==> src/inc/hb_pkg.sv <==
// constants for the half-bridge mode and pwm allocation register bank
// Behaviour
// - blank code selects 625ns up to 16us
// - mode 00 off, 01 low on, 10 high on
// - reserved mode 11 behaves as off
// - four mode fields, reset all off
// - reserved read-only bits return zero
// - routing register reachable only in bank zero
// - channel three bridge select, reset 010
// - channel two bridge select, reset 001
// - channel enables bits 8 and 4, reset off
// - writable reserved bits reset to 110
// - channel one select bits 3:1, enable bit 0
// - double allocation flags error, bridge off
package hb_pkg;
  localparam int          NUM_BRIDGES   = 4;
  localparam int          NUM_CHANNELS  = 3;
  localparam int          ADDR_W        = 5;
  localparam int          DATA_W        = 16;
  localparam int          BANK_W        = 3;
  localparam int          CODE_W        = 3;
  localparam int          CNT_W         = 9;
  // register offsets
  localparam logic [4:0]  OFS_STATIC    = 5'h06;
  localparam logic [4:0]  OFS_ROUTING   = 5'h07;
  localparam logic [2:0]  BANK_ROUTING  = 3'h0;
  // reset values
  localparam logic [15:0] RST_STATIC    = 16'h0000;
  localparam logic [15:0] RST_ROUTING   = 16'h6420;
  // writable bit masks, everything else reads zero
  localparam logic [15:0] MASK_STATIC   = 16'h00ff;
  localparam logic [15:0] MASK_ROUTING  = 16'h7fff;
  // static mode field encodings
  localparam int          MODE_W        = 2;
  localparam logic [1:0]  MODE_OFF      = 2'h0;
  localparam logic [1:0]  MODE_LOW      = 2'h1;
  localparam logic [1:0]  MODE_HIGH     = 2'h2;
  // routing field layout
  localparam int          CH1_EN_BIT    = 0;
  localparam int          CH1_SEL_LSB   = 1;
  localparam int          CH2_EN_BIT    = 4;
  localparam int          CH2_SEL_LSB   = 5;
  localparam int          CH3_EN_BIT    = 8;
  localparam int          CH3_SEL_LSB   = 9;
  // freewheel blanking
  localparam logic [2:0]  BLANK_DEFAULT = 3'h4;
  localparam int          CLK_PERIOD_NS = 40;
  localparam int          BLANK_0_NS    = 625;
  localparam int          BLANK_1_NS    = 1000;
  localparam int          BLANK_2_NS    = 1250;
  localparam int          BLANK_3_NS    = 1500;
  localparam int          BLANK_4_NS    = 2000;
  localparam int          BLANK_5_NS    = 3000;
  localparam int          BLANK_6_NS    = 4000;
  localparam int          BLANK_7_NS    = 16000;

  // least time: round up to whole clock cycles
  function automatic logic [8:0] ns_to_cycles(input int ns);
    ns_to_cycles = 9'((ns + CLK_PERIOD_NS - 1) / CLK_PERIOD_NS);
  endfunction : ns_to_cycles

  // pwm bridge selection: 1xx folds back, 111 lands on bridge three
  function automatic logic [1:0] bridge_of(input logic [2:0] code);
    if (code == 3'h7) begin
      bridge_of = 2'h2;
    end else begin
      bridge_of = code[1:0];
    end
  endfunction : bridge_of
endpackage : hb_pkg

==> src/hdl/bridge_drive.sv <==
// gate control of one half-bridge: static mode or pwm follower
`timescale 1ns/10ps
module bridge_drive (
  // clock and reset
  input  wire logic       clk,
  input  wire logic       rst_n,
  // control
  input  wire logic [1:0] mode_field,
  input  wire logic       pwm_owned,
  input  wire logic       pwm_level,
  input  wire logic       conflict,
  // gate requests
  output logic            high_on_q,
  output logic            low_on_q
);
  logic high_d;
  logic low_d;

  // select gate state; a conflict wins over everything
  always_comb begin
    high_d = 1'b0;
    low_d  = 1'b0;
    if (conflict) begin
      high_d = 1'b0;
      low_d  = 1'b0;
    end else if (pwm_owned) begin
      high_d = pwm_level;
      low_d  = ~pwm_level;
    end else begin
      case (mode_field)
        hb_pkg::MODE_LOW:  low_d  = 1'b1;
        hb_pkg::MODE_HIGH: high_d = 1'b1;
        default: begin
          high_d = 1'b0;
          low_d  = 1'b0;
        end
      endcase
    end
  end

  // registered so both gates never glitch on together
  always_ff @(posedge clk or negedge rst_n) begin
    if (!rst_n) begin
      high_on_q <= 1'b0;
      low_on_q  <= 1'b0;
    end else begin
      high_on_q <= high_d;
      low_on_q  <= low_d;
    end
  end
endmodule : bridge_drive

==> src/hdl/bridge_ctrl_top.sv <==
// half-bridge static mode and pwm channel allocation register bank
`timescale 1ns/10ps
module bridge_ctrl_top (
  // clock and reset
  input  wire logic        clk,
  input  wire logic        nrst,
  // register access from the serial front end
  input  wire logic        reg_wr,
  input  wire logic        reg_rd,
  input  wire logic [4:0]  reg_addr,
  input  wire logic [2:0]  reg_bank,
  input  wire logic [15:0] reg_wdata,
  output logic [15:0]      reg_rdata_q,
  output logic             reg_rvalid_q,
  // pwm input pins, channel one in bit 0
  input  wire logic [2:0]  pwm_in,
  // freewheel blanking codes, bridge one in bits 2:0
  input  wire logic [11:0] freewheel_blanking_code,
  output logic [35:0]      blank_cycles_q,
  // status
  output logic             alloc_error_q,
  // gate requests, bridge one in bit 0
  output logic [3:0]       high_switch,
  output logic [3:0]       low_switch
);
  logic        rst_meta_q;
  logic        rst_n;
  logic [2:0]  pwm_meta_q;
  logic [2:0]  pwm_sync_q;
  logic [15:0] static_q;
  logic [15:0] routing_q;
  logic        routing_hit;
  logic        static_hit;
  logic [2:0]  chan_en;
  logic [1:0]  chan_br [3];
  logic [3:0]  owned;
  logic [3:0]  conflict;
  logic [3:0]  pwm_level;

  // reset release through two flops; assertion stays asynchronous
  always_ff @(posedge clk or negedge nrst) begin
    if (!nrst) begin
      rst_meta_q <= 1'b0;
      rst_n      <= 1'b0;
    end else begin
      rst_meta_q <= 1'b1;
      rst_n      <= rst_meta_q;
    end
  end

  // pwm pins are asynchronous: two-flop synchroniser
  always_ff @(posedge clk or negedge rst_n) begin
    if (!rst_n) begin
      pwm_meta_q <= 3'h0;
      pwm_sync_q <= 3'h0;
    end else begin
      pwm_meta_q <= pwm_in;
      pwm_sync_q <= pwm_meta_q;
    end
  end

  // address decode; static mode is not banked
  assign static_hit  = (reg_addr == hb_pkg::OFS_STATIC);
  assign routing_hit = (reg_addr == hb_pkg::OFS_ROUTING) &&
                       (reg_bank == hb_pkg::BANK_ROUTING);

  // static mode register, reserved upper byte never stored
  always_ff @(posedge clk or negedge rst_n) begin
    if (!rst_n) begin
      static_q <= hb_pkg::RST_STATIC;
    end else if (reg_wr && static_hit) begin
      static_q <= reg_wdata & hb_pkg::MASK_STATIC;
    end
  end

  // routing register, reserved bits 14:12 writable, bit 15 dropped
  always_ff @(posedge clk or negedge rst_n) begin
    if (!rst_n) begin
      routing_q <= hb_pkg::RST_ROUTING;
    end else if (reg_wr && routing_hit) begin
      routing_q <= reg_wdata & hb_pkg::MASK_ROUTING;
    end
  end

  // read port: one cycle latency, unmapped or wrong bank reads zero
  always_ff @(posedge clk or negedge rst_n) begin
    if (!rst_n) begin
      reg_rdata_q  <= 16'h0000;
      reg_rvalid_q <= 1'b0;
    end else begin
      reg_rvalid_q <= reg_rd;
      if (reg_rd) begin
        if (static_hit) begin
          reg_rdata_q <= static_q;
        end else if (routing_hit) begin
          reg_rdata_q <= routing_q;
        end else begin
          reg_rdata_q <= 16'h0000;
        end
      end
    end
  end

  // field extraction
  assign chan_en[0] = routing_q[hb_pkg::CH1_EN_BIT];
  assign chan_en[1] = routing_q[hb_pkg::CH2_EN_BIT];
  assign chan_en[2] = routing_q[hb_pkg::CH3_EN_BIT];
  assign chan_br[0] = hb_pkg::bridge_of(
    routing_q[hb_pkg::CH1_SEL_LSB +: hb_pkg::CODE_W]);
  assign chan_br[1] = hb_pkg::bridge_of(
    routing_q[hb_pkg::CH2_SEL_LSB +: hb_pkg::CODE_W]);
  assign chan_br[2] = hb_pkg::bridge_of(
    routing_q[hb_pkg::CH3_SEL_LSB +: hb_pkg::CODE_W]);

  // per bridge: count enabled channels that claim it
  always_comb begin
    int hits;
    hits = 0;
    owned     = 4'h0;
    conflict  = 4'h0;
    pwm_level = 4'h0;
    for (int b = 0; b < hb_pkg::NUM_BRIDGES; b++) begin
      hits = 0;
      for (int c = 0; c < hb_pkg::NUM_CHANNELS; c++) begin
        if (chan_en[c] && (chan_br[c] == 2'(b))) begin
          hits++;
          pwm_level[b] = pwm_sync_q[c];
        end
      end
      owned[b]    = (hits == 1);
      conflict[b] = (hits > 1);
    end
  end

  // error flag follows the allocation while it is inconsistent
  always_ff @(posedge clk or negedge rst_n) begin
    if (!rst_n) begin
      alloc_error_q <= 1'b0;
    end else begin
      alloc_error_q <= |conflict;
    end
  end

  // freewheel blanking code to cycle count, rounded up
  always_ff @(posedge clk or negedge rst_n) begin
    if (!rst_n) begin
      for (int b = 0; b < hb_pkg::NUM_BRIDGES; b++) begin
        blank_cycles_q[b*hb_pkg::CNT_W +: hb_pkg::CNT_W] <=
          hb_pkg::ns_to_cycles(hb_pkg::BLANK_4_NS);
      end
    end else begin
      for (int b = 0; b < hb_pkg::NUM_BRIDGES; b++) begin
        case (freewheel_blanking_code[b*hb_pkg::CODE_W +: hb_pkg::CODE_W])
          3'h0: blank_cycles_q[b*9 +: 9] <=
                  hb_pkg::ns_to_cycles(hb_pkg::BLANK_0_NS);
          3'h1: blank_cycles_q[b*9 +: 9] <=
                  hb_pkg::ns_to_cycles(hb_pkg::BLANK_1_NS);
          3'h2: blank_cycles_q[b*9 +: 9] <=
                  hb_pkg::ns_to_cycles(hb_pkg::BLANK_2_NS);
          3'h3: blank_cycles_q[b*9 +: 9] <=
                  hb_pkg::ns_to_cycles(hb_pkg::BLANK_3_NS);
          3'h5: blank_cycles_q[b*9 +: 9] <=
                  hb_pkg::ns_to_cycles(hb_pkg::BLANK_5_NS);
          3'h6: blank_cycles_q[b*9 +: 9] <=
                  hb_pkg::ns_to_cycles(hb_pkg::BLANK_6_NS);
          // longest blanking: host must cap gate current itself
          3'h7: blank_cycles_q[b*9 +: 9] <=
                  hb_pkg::ns_to_cycles(hb_pkg::BLANK_7_NS);
          default: blank_cycles_q[b*9 +: 9] <=
                  hb_pkg::ns_to_cycles(hb_pkg::BLANK_4_NS);
        endcase
      end
    end
  end

  // one gate controller per half-bridge
  for (genvar b = 0; b < hb_pkg::NUM_BRIDGES; b++) begin : g_bridge
    bridge_drive u_drive (
      .clk        (clk),
      .rst_n      (rst_n),
      .mode_field (static_q[b*hb_pkg::MODE_W +: hb_pkg::MODE_W]),
      .pwm_owned  (owned[b]),
      .pwm_level  (pwm_level[b]),
      .conflict   (conflict[b]),
      .high_on_q  (high_switch[b]),
      .low_on_q   (low_switch[b])
    );
  end : g_bridge
endmodule : bridge_ctrl_top

==> config.mk <==
export PLATFORM = sky130hd
export DESIGN_NAME = bridge_ctrl_top
export DESIGN_NICKNAME = d
export VERILOG_FILES = /design/src/inc/hb_pkg.sv /design/src/hdl/bridge_drive.sv /design/src/hdl/bridge_ctrl_top.sv
export SDC_FILE = /design/constraint.sdc
export NUM_CORES = 1
export LEC_CHECK = 0
export ABC_AREA = 1
export BUFFER_PORTS_ARGS = -buffer_cell sky130_fd_sc_hd__buf_2
export CAP_MARGIN = 20
export CORE_ASPECT_RATIO = 1.75
export CORE_MARGIN = 2
export CORE_UTILIZATION = 45
export CTS_BUF_LIST = sky130_fd_sc_hd__clkbuf_8
export CTS_CLUSTER_DIAMETER = 60
export DETAILED_ROUTE_END_ITERATION = 16
export GPL_TIMING_DRIVEN = 0
export PLACE_DENSITY = 0.76
export SLEW_MARGIN = 0
export SYNTH_ARGS = -nofsm -noshare
export SYNTH_HDL_FRONTEND = slang
export SYNTH_SLANG_ARGS = --single-unit
export TNS_END_PERCENT = 30
==> constraint.sdc <==
create_clock -name clk -period 5.7 [get_ports clk]
set_clock_uncertainty 0.15 [all_clocks]
set_input_delay 0.855 -clock clk [delete_from_list [all_inputs] [get_ports clk]]
set_output_delay 0.855 -clock clk [all_outputs]
set_load 0.01 [all_outputs]
==> impl_metrics.tcl, run 1 <==
set metrics [dict create \
    grt_pass1_wl_um 14390 \
    cp_max_fo 10 \
    postCtsSetupRepairBufs 0 \
    first_pass_iters 4 \
    clk_pin_slew_worst_paths_ns 0.07 \
    portBuffers 102 \
    final-max-slew-violation-count 0 \
    grt_pass1_vias 3293 \
    track_usage_pct 20.05 \
    ys_seq_area_share_pct 54.71 \
    post-dp-hpwl_um 6867 \
    fin_hold_ws_ns 0.03510 \
    power_density_nw_per_um2 281.3 \
    setup-tns-final_ns 0 \
    drv_cap 0 \
    hp-class "flip-flop to async pin" \
    tritoncts "built" \
    clock_sinks 84 \
    crit_path_start_kind "input pin" \
    antenna_found_initial 0 \
    period_minus_slack_ns 2.157 \
    final_common_cell "nand2_1" \
    finalWirelength_um 8816 \
    die_x_um 74.18 \
    start_util_pct 46.66 \
    layout_common_cells "nand2_1, buf_2, dfrtp_1" \
    final_net_count 614 \
    drtIter0Drc 174 \
    synth_cell_types 25 \
    hold_viol 0 \
    die-height_um 126.8 \
    critical_path_class "input pin to flip-flop" \
    ctsHoldBuffers 0 \
    pre_cts_ws_ns 3.168 \
    netlist_instances 447 \
    grt_start_max_net_pins 69 \
    reg2regPathDepth 10 \
    status "finished, final reports clean" \
    antenna_left 0 \
    place_inst 665 \
    end_kind "flip-flop" \
    period_share_pct 37.84 \
    rsz0062_at_grt "false" \
    dieArea_um2 9407 \
    leakage_nw 2.690 \
    finalNonFillerCells 681 \
    rows 44 \
    clockBufferDepth 2 \
    cts-buffers-inserted 9 \
    drc 0 \
    drive_gt1_share_pct 28.98 \
    clock_latency_ns 0.35 \
    relSlewSlack_pct 49.86 \
    root_buffer "clkbuf_8" \
    tightest_slew_ns 0.7494 \
    vias 3288 \
    syn2layout_area_growth_pct 23.77 \
    setup_viol 0 \
    overflow 0 \
    core_um2 8313 \
    diodes 0 \
    cp.arrival_ns 2.28 \
    fin_ws_ns 3.543 \
    routedWlPerCell_um 12.95 \
    required_ns 5.82 \
    max_freq_ghz 0.4636 \
    place_congestion 0.9805 \
    ys_ff_latch 84 \
    ctsResizeCount 0 \
    ir_worst_vdd_mv 0.2152 \
    postSynthAreaPerCell_um2 8.677 \
    post_drt_via_cell_ratio 4.828 \
    cts_htree_levels 3 \
    yosysWarnings 0 \
    syn-cell-area_um2 3879 \
    ioPinCount 105 \
    synthesis.nets 500 \
]
[stage by stage]
stage / power, mW / cell area, um2 / util (%)
floorplan: 0.7965 / 3879 / -
global placement: 0.8672 / 4533 / 54.53
detailed placement: 0.8753 / 4564 / 54.91
CTS: 1.360 / 4801 / 57.75
global route: 1.413 / 4801 / 57.75
finish: 1.351 / 4801 / 57.75
[layer usage]
| metal | GRT usage (%) | wire [um] |
|---|---|---|
| met1 | 21.26 | 3127 |
| met2 | 35.08 | 4802 |
| met3 | 4.766 | 511 |
| met4 | 11.23 | 374 |
| met5 | 0 | 0 |
[cells in the mapped netlist]
cell type / instances / area [um2]
nand3b_1: 2 / 15.01
o21ai_0: 34 / 170.2
o21bai_1: 1 / 7.510
a21oi_1: 26 / 130.1
buf_8: 1 / 15.01
clkbuf_1: 5 / 18.77
nand2_4: 1 / 11.26
nand4_1: 2 / 12.51
nor3_1: 2 / 10.01
conb_1: 2 / 7.510
o21ai_2: 5 / 43.79
inv_1: 53 / 198.9
buf_6: 2 / 22.52
buf_2: 1 / 5.000
nand3_1: 33 / 165.2
nor2_4: 1 / 11.26
dfrtp_1: 68 / 1702
fa_1: 2 / 40.04
nor2_1: 42 / 157.7
ha_1: 8 / 100.1
nand2_1: 120 / 450.4
nor4_4: 1 / 21.27
buf_4: 17 / 127.6
o21a_1: 2 / 15.01
dfstp_2: 16 / 420.4
[registers in the layout, indices dropped and copies added (netlist names)]
name and flops:
blank_cycles_q 28, reg_rdata_q 15, routing_q 15, static_q 8, g_bridge.u_drive.high_on_q 4, g_bridge.u_drive.low_on_q 4
pwm_meta_q 3, pwm_sync_q 3, alloc_error_q 1, reg_rvalid_q 1, rst_meta_q 1, rst_n 1
[cells by family after synthesis]
kind of cell / share of synthesized area (%)
AOI/OAI and AO/OA: 9.451
adders and majority gates: 3.613
buffers and inverters: 10.00
DFF: 54.71
other: 0.1936
and+or+nand+nor: 22.03
[final timing paths]
| check | slack, ns | endpoint | startpoint |
|---|---|---|---|
| worst max-delay path | 3.54 | routing_q[2] | reg_addr[3] |
| worst min-delay path | 0.04 | blank_cycles_q[33] | rst_n |
| worst max register to register | 3.62 | g_bridge[3].u_drive.high_on_q | routing_q[5] |
| worst min register to register | 0.04 | blank_cycles_q[33] | rst_n |
| max in group asynchronous | 4.74 | blank_cycles_q[23] | rst_n |
| min in group clk | 0.20 | rst_n | rst_meta_q |
[worst max-delay path: stages]
cell	delay, ns
buf_2	0.09
inv_1	0.06
nand2_1	0.05
nor2_1	0.57
nand2_4	0.19
nor2_4	0.17
buf_8	0.16
nand2_1	0.08
o21ai_2	0.06
[where the power goes]
group	switching, mW	total (mW)	internal, mW
combinational	0.103	0.184	0.0815
clock	0.206	0.487	0.281
sequential	0.0292	0.679	0.650
[final cells by class]
cell class / count / area (um2)
clock inverter: 4 / 71.32
inverter: 53 / 198.9
timing repair buffer: 103 / 538.0
multi-input combinational: 284 / 1369
clock buffer: 12 / 165.2
buffer: 26 / 188.9
tap: 115 / 143.9
fill: 746 / 3512
sequential: 84 / 2126
No activity file was read; power rests on OpenSTA's default activity.
==> run 2: changes to the inputs <==
- clock period: 5.7 -> 2.2 ns (I/O delays scaled with it)
==> run 2 against run 1 <==
Effect of this change:
- sequential power rose to 2.6 times the previous value
- clock power up 130%
- sequential share of layout area fell by 0.41 points
- critical endpoint is now g_bridge[0].u_drive.low_on_q
- largest cell class unchanged
- largest power group unchanged
==> impl_metrics.tcl, run 2 (same netlist as run 1, synthesis figures left out) <==
set metrics [dict create \
    core_um2 8313 \
    ir_worst_vdd_mv 0.5201 \
    p_comb_share_pct 14.4 \
    clockBufferDepth 2 \
    m1WireLength_um 3085 \
    dr_wl_met2_um 5046 \
    fin_ws_ns 0.1858 \
    drtIter0Drc 138 \
    dieArea_um2 9407 \
    crit_path_start_kind "flip-flop" \
    syn2layout_area_growth_pct 24.94 \
    track_usage_pct 20.00 \
    fillers 740 \
    grt_pass1_vias 3214 \
    final-max-slew-violation-count 0 \
    pre_cts_ws_ns 0.1363 \
    place_congestion 0.9524 \
    critPathLaunch "routing_q[5]" \
    p_sw_share_pct 26.28 \
    vias 3308 \
    antenna_found_initial 0 \
    status "finished, final reports clean" \
    p_int_mw 2.491 \
    min_from "reg_wdata[14]" \
    final_net_count 620 \
    rsz0062_at_grt "false" \
    dr.max_layer_used "met4" \
    grt_pass1_wl_um 14250 \
    portBuffers 102 \
    cp_max_fo 3 \
    hold_viol 0 \
    period_minus_slack_ns 2.014 \
    hp-class "input pin to flip-flop" \
    final_common_cell "nand2_1" \
    die-height_um 126.8 \
    rows 44 \
    cts-buffers-inserted 9 \
    cp.arrival_ns 2.15 \
    postCtsSetupRepairBufs 0 \
    p_sw_uw 887.9 \
    clock_latency_ns 0.35 \
    period_share_pct 91.55 \
    drive_gt1_share_pct 29.37 \
    largest_reg_flops 28 \
    finalWirelength_um 8859 \
    start_util_pct 46.66 \
    setup-tns-final_ns 0 \
    end_kind "flip-flop" \
    antenna_left 0 \
    largest-register "blank_cycles_q" \
    leakage_nw 2.701 \
    diodes 0 \
    relSlewSlack_pct 46.85 \
    drv_cap 0 \
    required_ns 2.33 \
    post_drt_via_cell_ratio 4.815 \
    clk_pin_slew_worst_paths_ns 0.09 \
    drc 0 \
    tightest_slew_ns 0.7944 \
    routedWlPerCell_um 12.90 \
    layout_common_cells "nand2_1, buf_2, dfrtp_1" \
    root_buffer "clkbuf_8" \
    tritoncts "built" \
    overflow 0 \
    seqPwrFrac_pct 52.1 \
    max_freq_ghz 0.4965 \
    power_density_nw_per_um2 697.3 \
    r2r_start "routing_q[5]" \
    clock_power_share_pct 33.5 \
    grt_start_max_net_pins 63 \
    post-dp-hpwl_um 6916 \
    ioPinCount 105 \
    die_x_um 74.18 \
    cts_htree_levels 3 \
    setup_viol 0 \
    first_pass_iters 4 \
    wl_met3_um 518 \
    clock_sinks 84 \
    top_regs "blank_cycles_q: 28 flops, reg_rdata_q: 15 flops, routing_q: 15 flops" \
    critical_path_class "flip-flop to flip-flop" \
]
[run 2: cell count changes in the layout (fill, tap and decap cells not counted), moves of 2 or more]
cell,previous run,this run
dlygate4sd3_1,0,6
clkinv_4,0,2
nor2_1,42,40
nor2_2,0,2
[run 2: path summary, 6_finish.rpt]
| path | end | slack [ns] | cells past startpoint |
|---|---|---|---|
| max | g_bridge[0].u_drive.low_on_q | 0.19 | 8 |
| min | routing_q[14] | 0.02 | 3 |
| max reg2reg | g_bridge[0].u_drive.low_on_q | 0.19 | 8 |
| min reg2reg | static_q[0] | 0.07 | 0 |
| max in group asynchronous | blank_cycles_q[4] | 1.19 | 1 |
| min in group asynchronous | static_q[0] | 0.07 | 0 |
[run 2: power groups by stage]
stage | Clock [mW] | Sequential [mW] | Combinational, mW
5_1_grt | 1.23 | 1.78 | 0.550
2_1_floorplan | 0 | 1.81 | 0.255
6_report | 1.13 | 1.76 | 0.487
3_3_place_gp | 0 | 1.81 | 0.439
4_1_cts | 1.16 | 1.76 | 0.489
3_5_place_dp | 0 | 1.79 | 0.482
[run 2: critical path, cell delays in order (launching register included)]
cell	delay, ns
dfstp_2	0.54
inv_1	0.08
nand3_1	0.15
inv_1	0.11
fa_1	0.53
nand2_1	0.06
nor2_1	0.08
nand3_1	0.09
a21oi_1	0.15
[run 2: area by class of cell]
type | instances | area (um2) | area share (%)
flip-flops and latches | 84 | 2126 | 43.87
multi-input cells | 284 | 1379 | 28.45
repair buffers | 109 | 598.1 | 12.34
inverters | 53 | 198.9 | 4.105
plain buffers | 26 | 188.9 | 3.899
clock buffers | 11 | 151.4 | 3.124
well taps | 115 | 143.9 | 2.969
clock inverters | 5 | 60.06 | 1.239
[run 2: metrics by stage]
stage                     instances  cell area (um2)  utilization, %  power [mW]  hold slack (ns)
after CTS                       686             4826           58.05       3.413         0.006558
after detailed placement        665             4564           54.91       2.271         -0.02792
after floorplan                 447             3880               -       2.064          -0.1156
after global placement          664             4534           54.55       2.246         -0.03260
after global routing            687             4846           58.29       3.554          0.01377
final                           687             4846           58.29       3.379          0.01517
[run 2: what timing repair did]
action                                  in CTS  in global routing
endpoints found under the hold margin        6                  1
resized for setup                            0                  3
endpoints found under the setup margin       0                  3
hold buffers                                 5                  1
[run 2: layer usage]
layer	vias up	track usage (%)
li1	1627	-
met1	1566	20.77
met2	95	36.19
met3	20	5.639
met4	0	8.449
met5	-	0
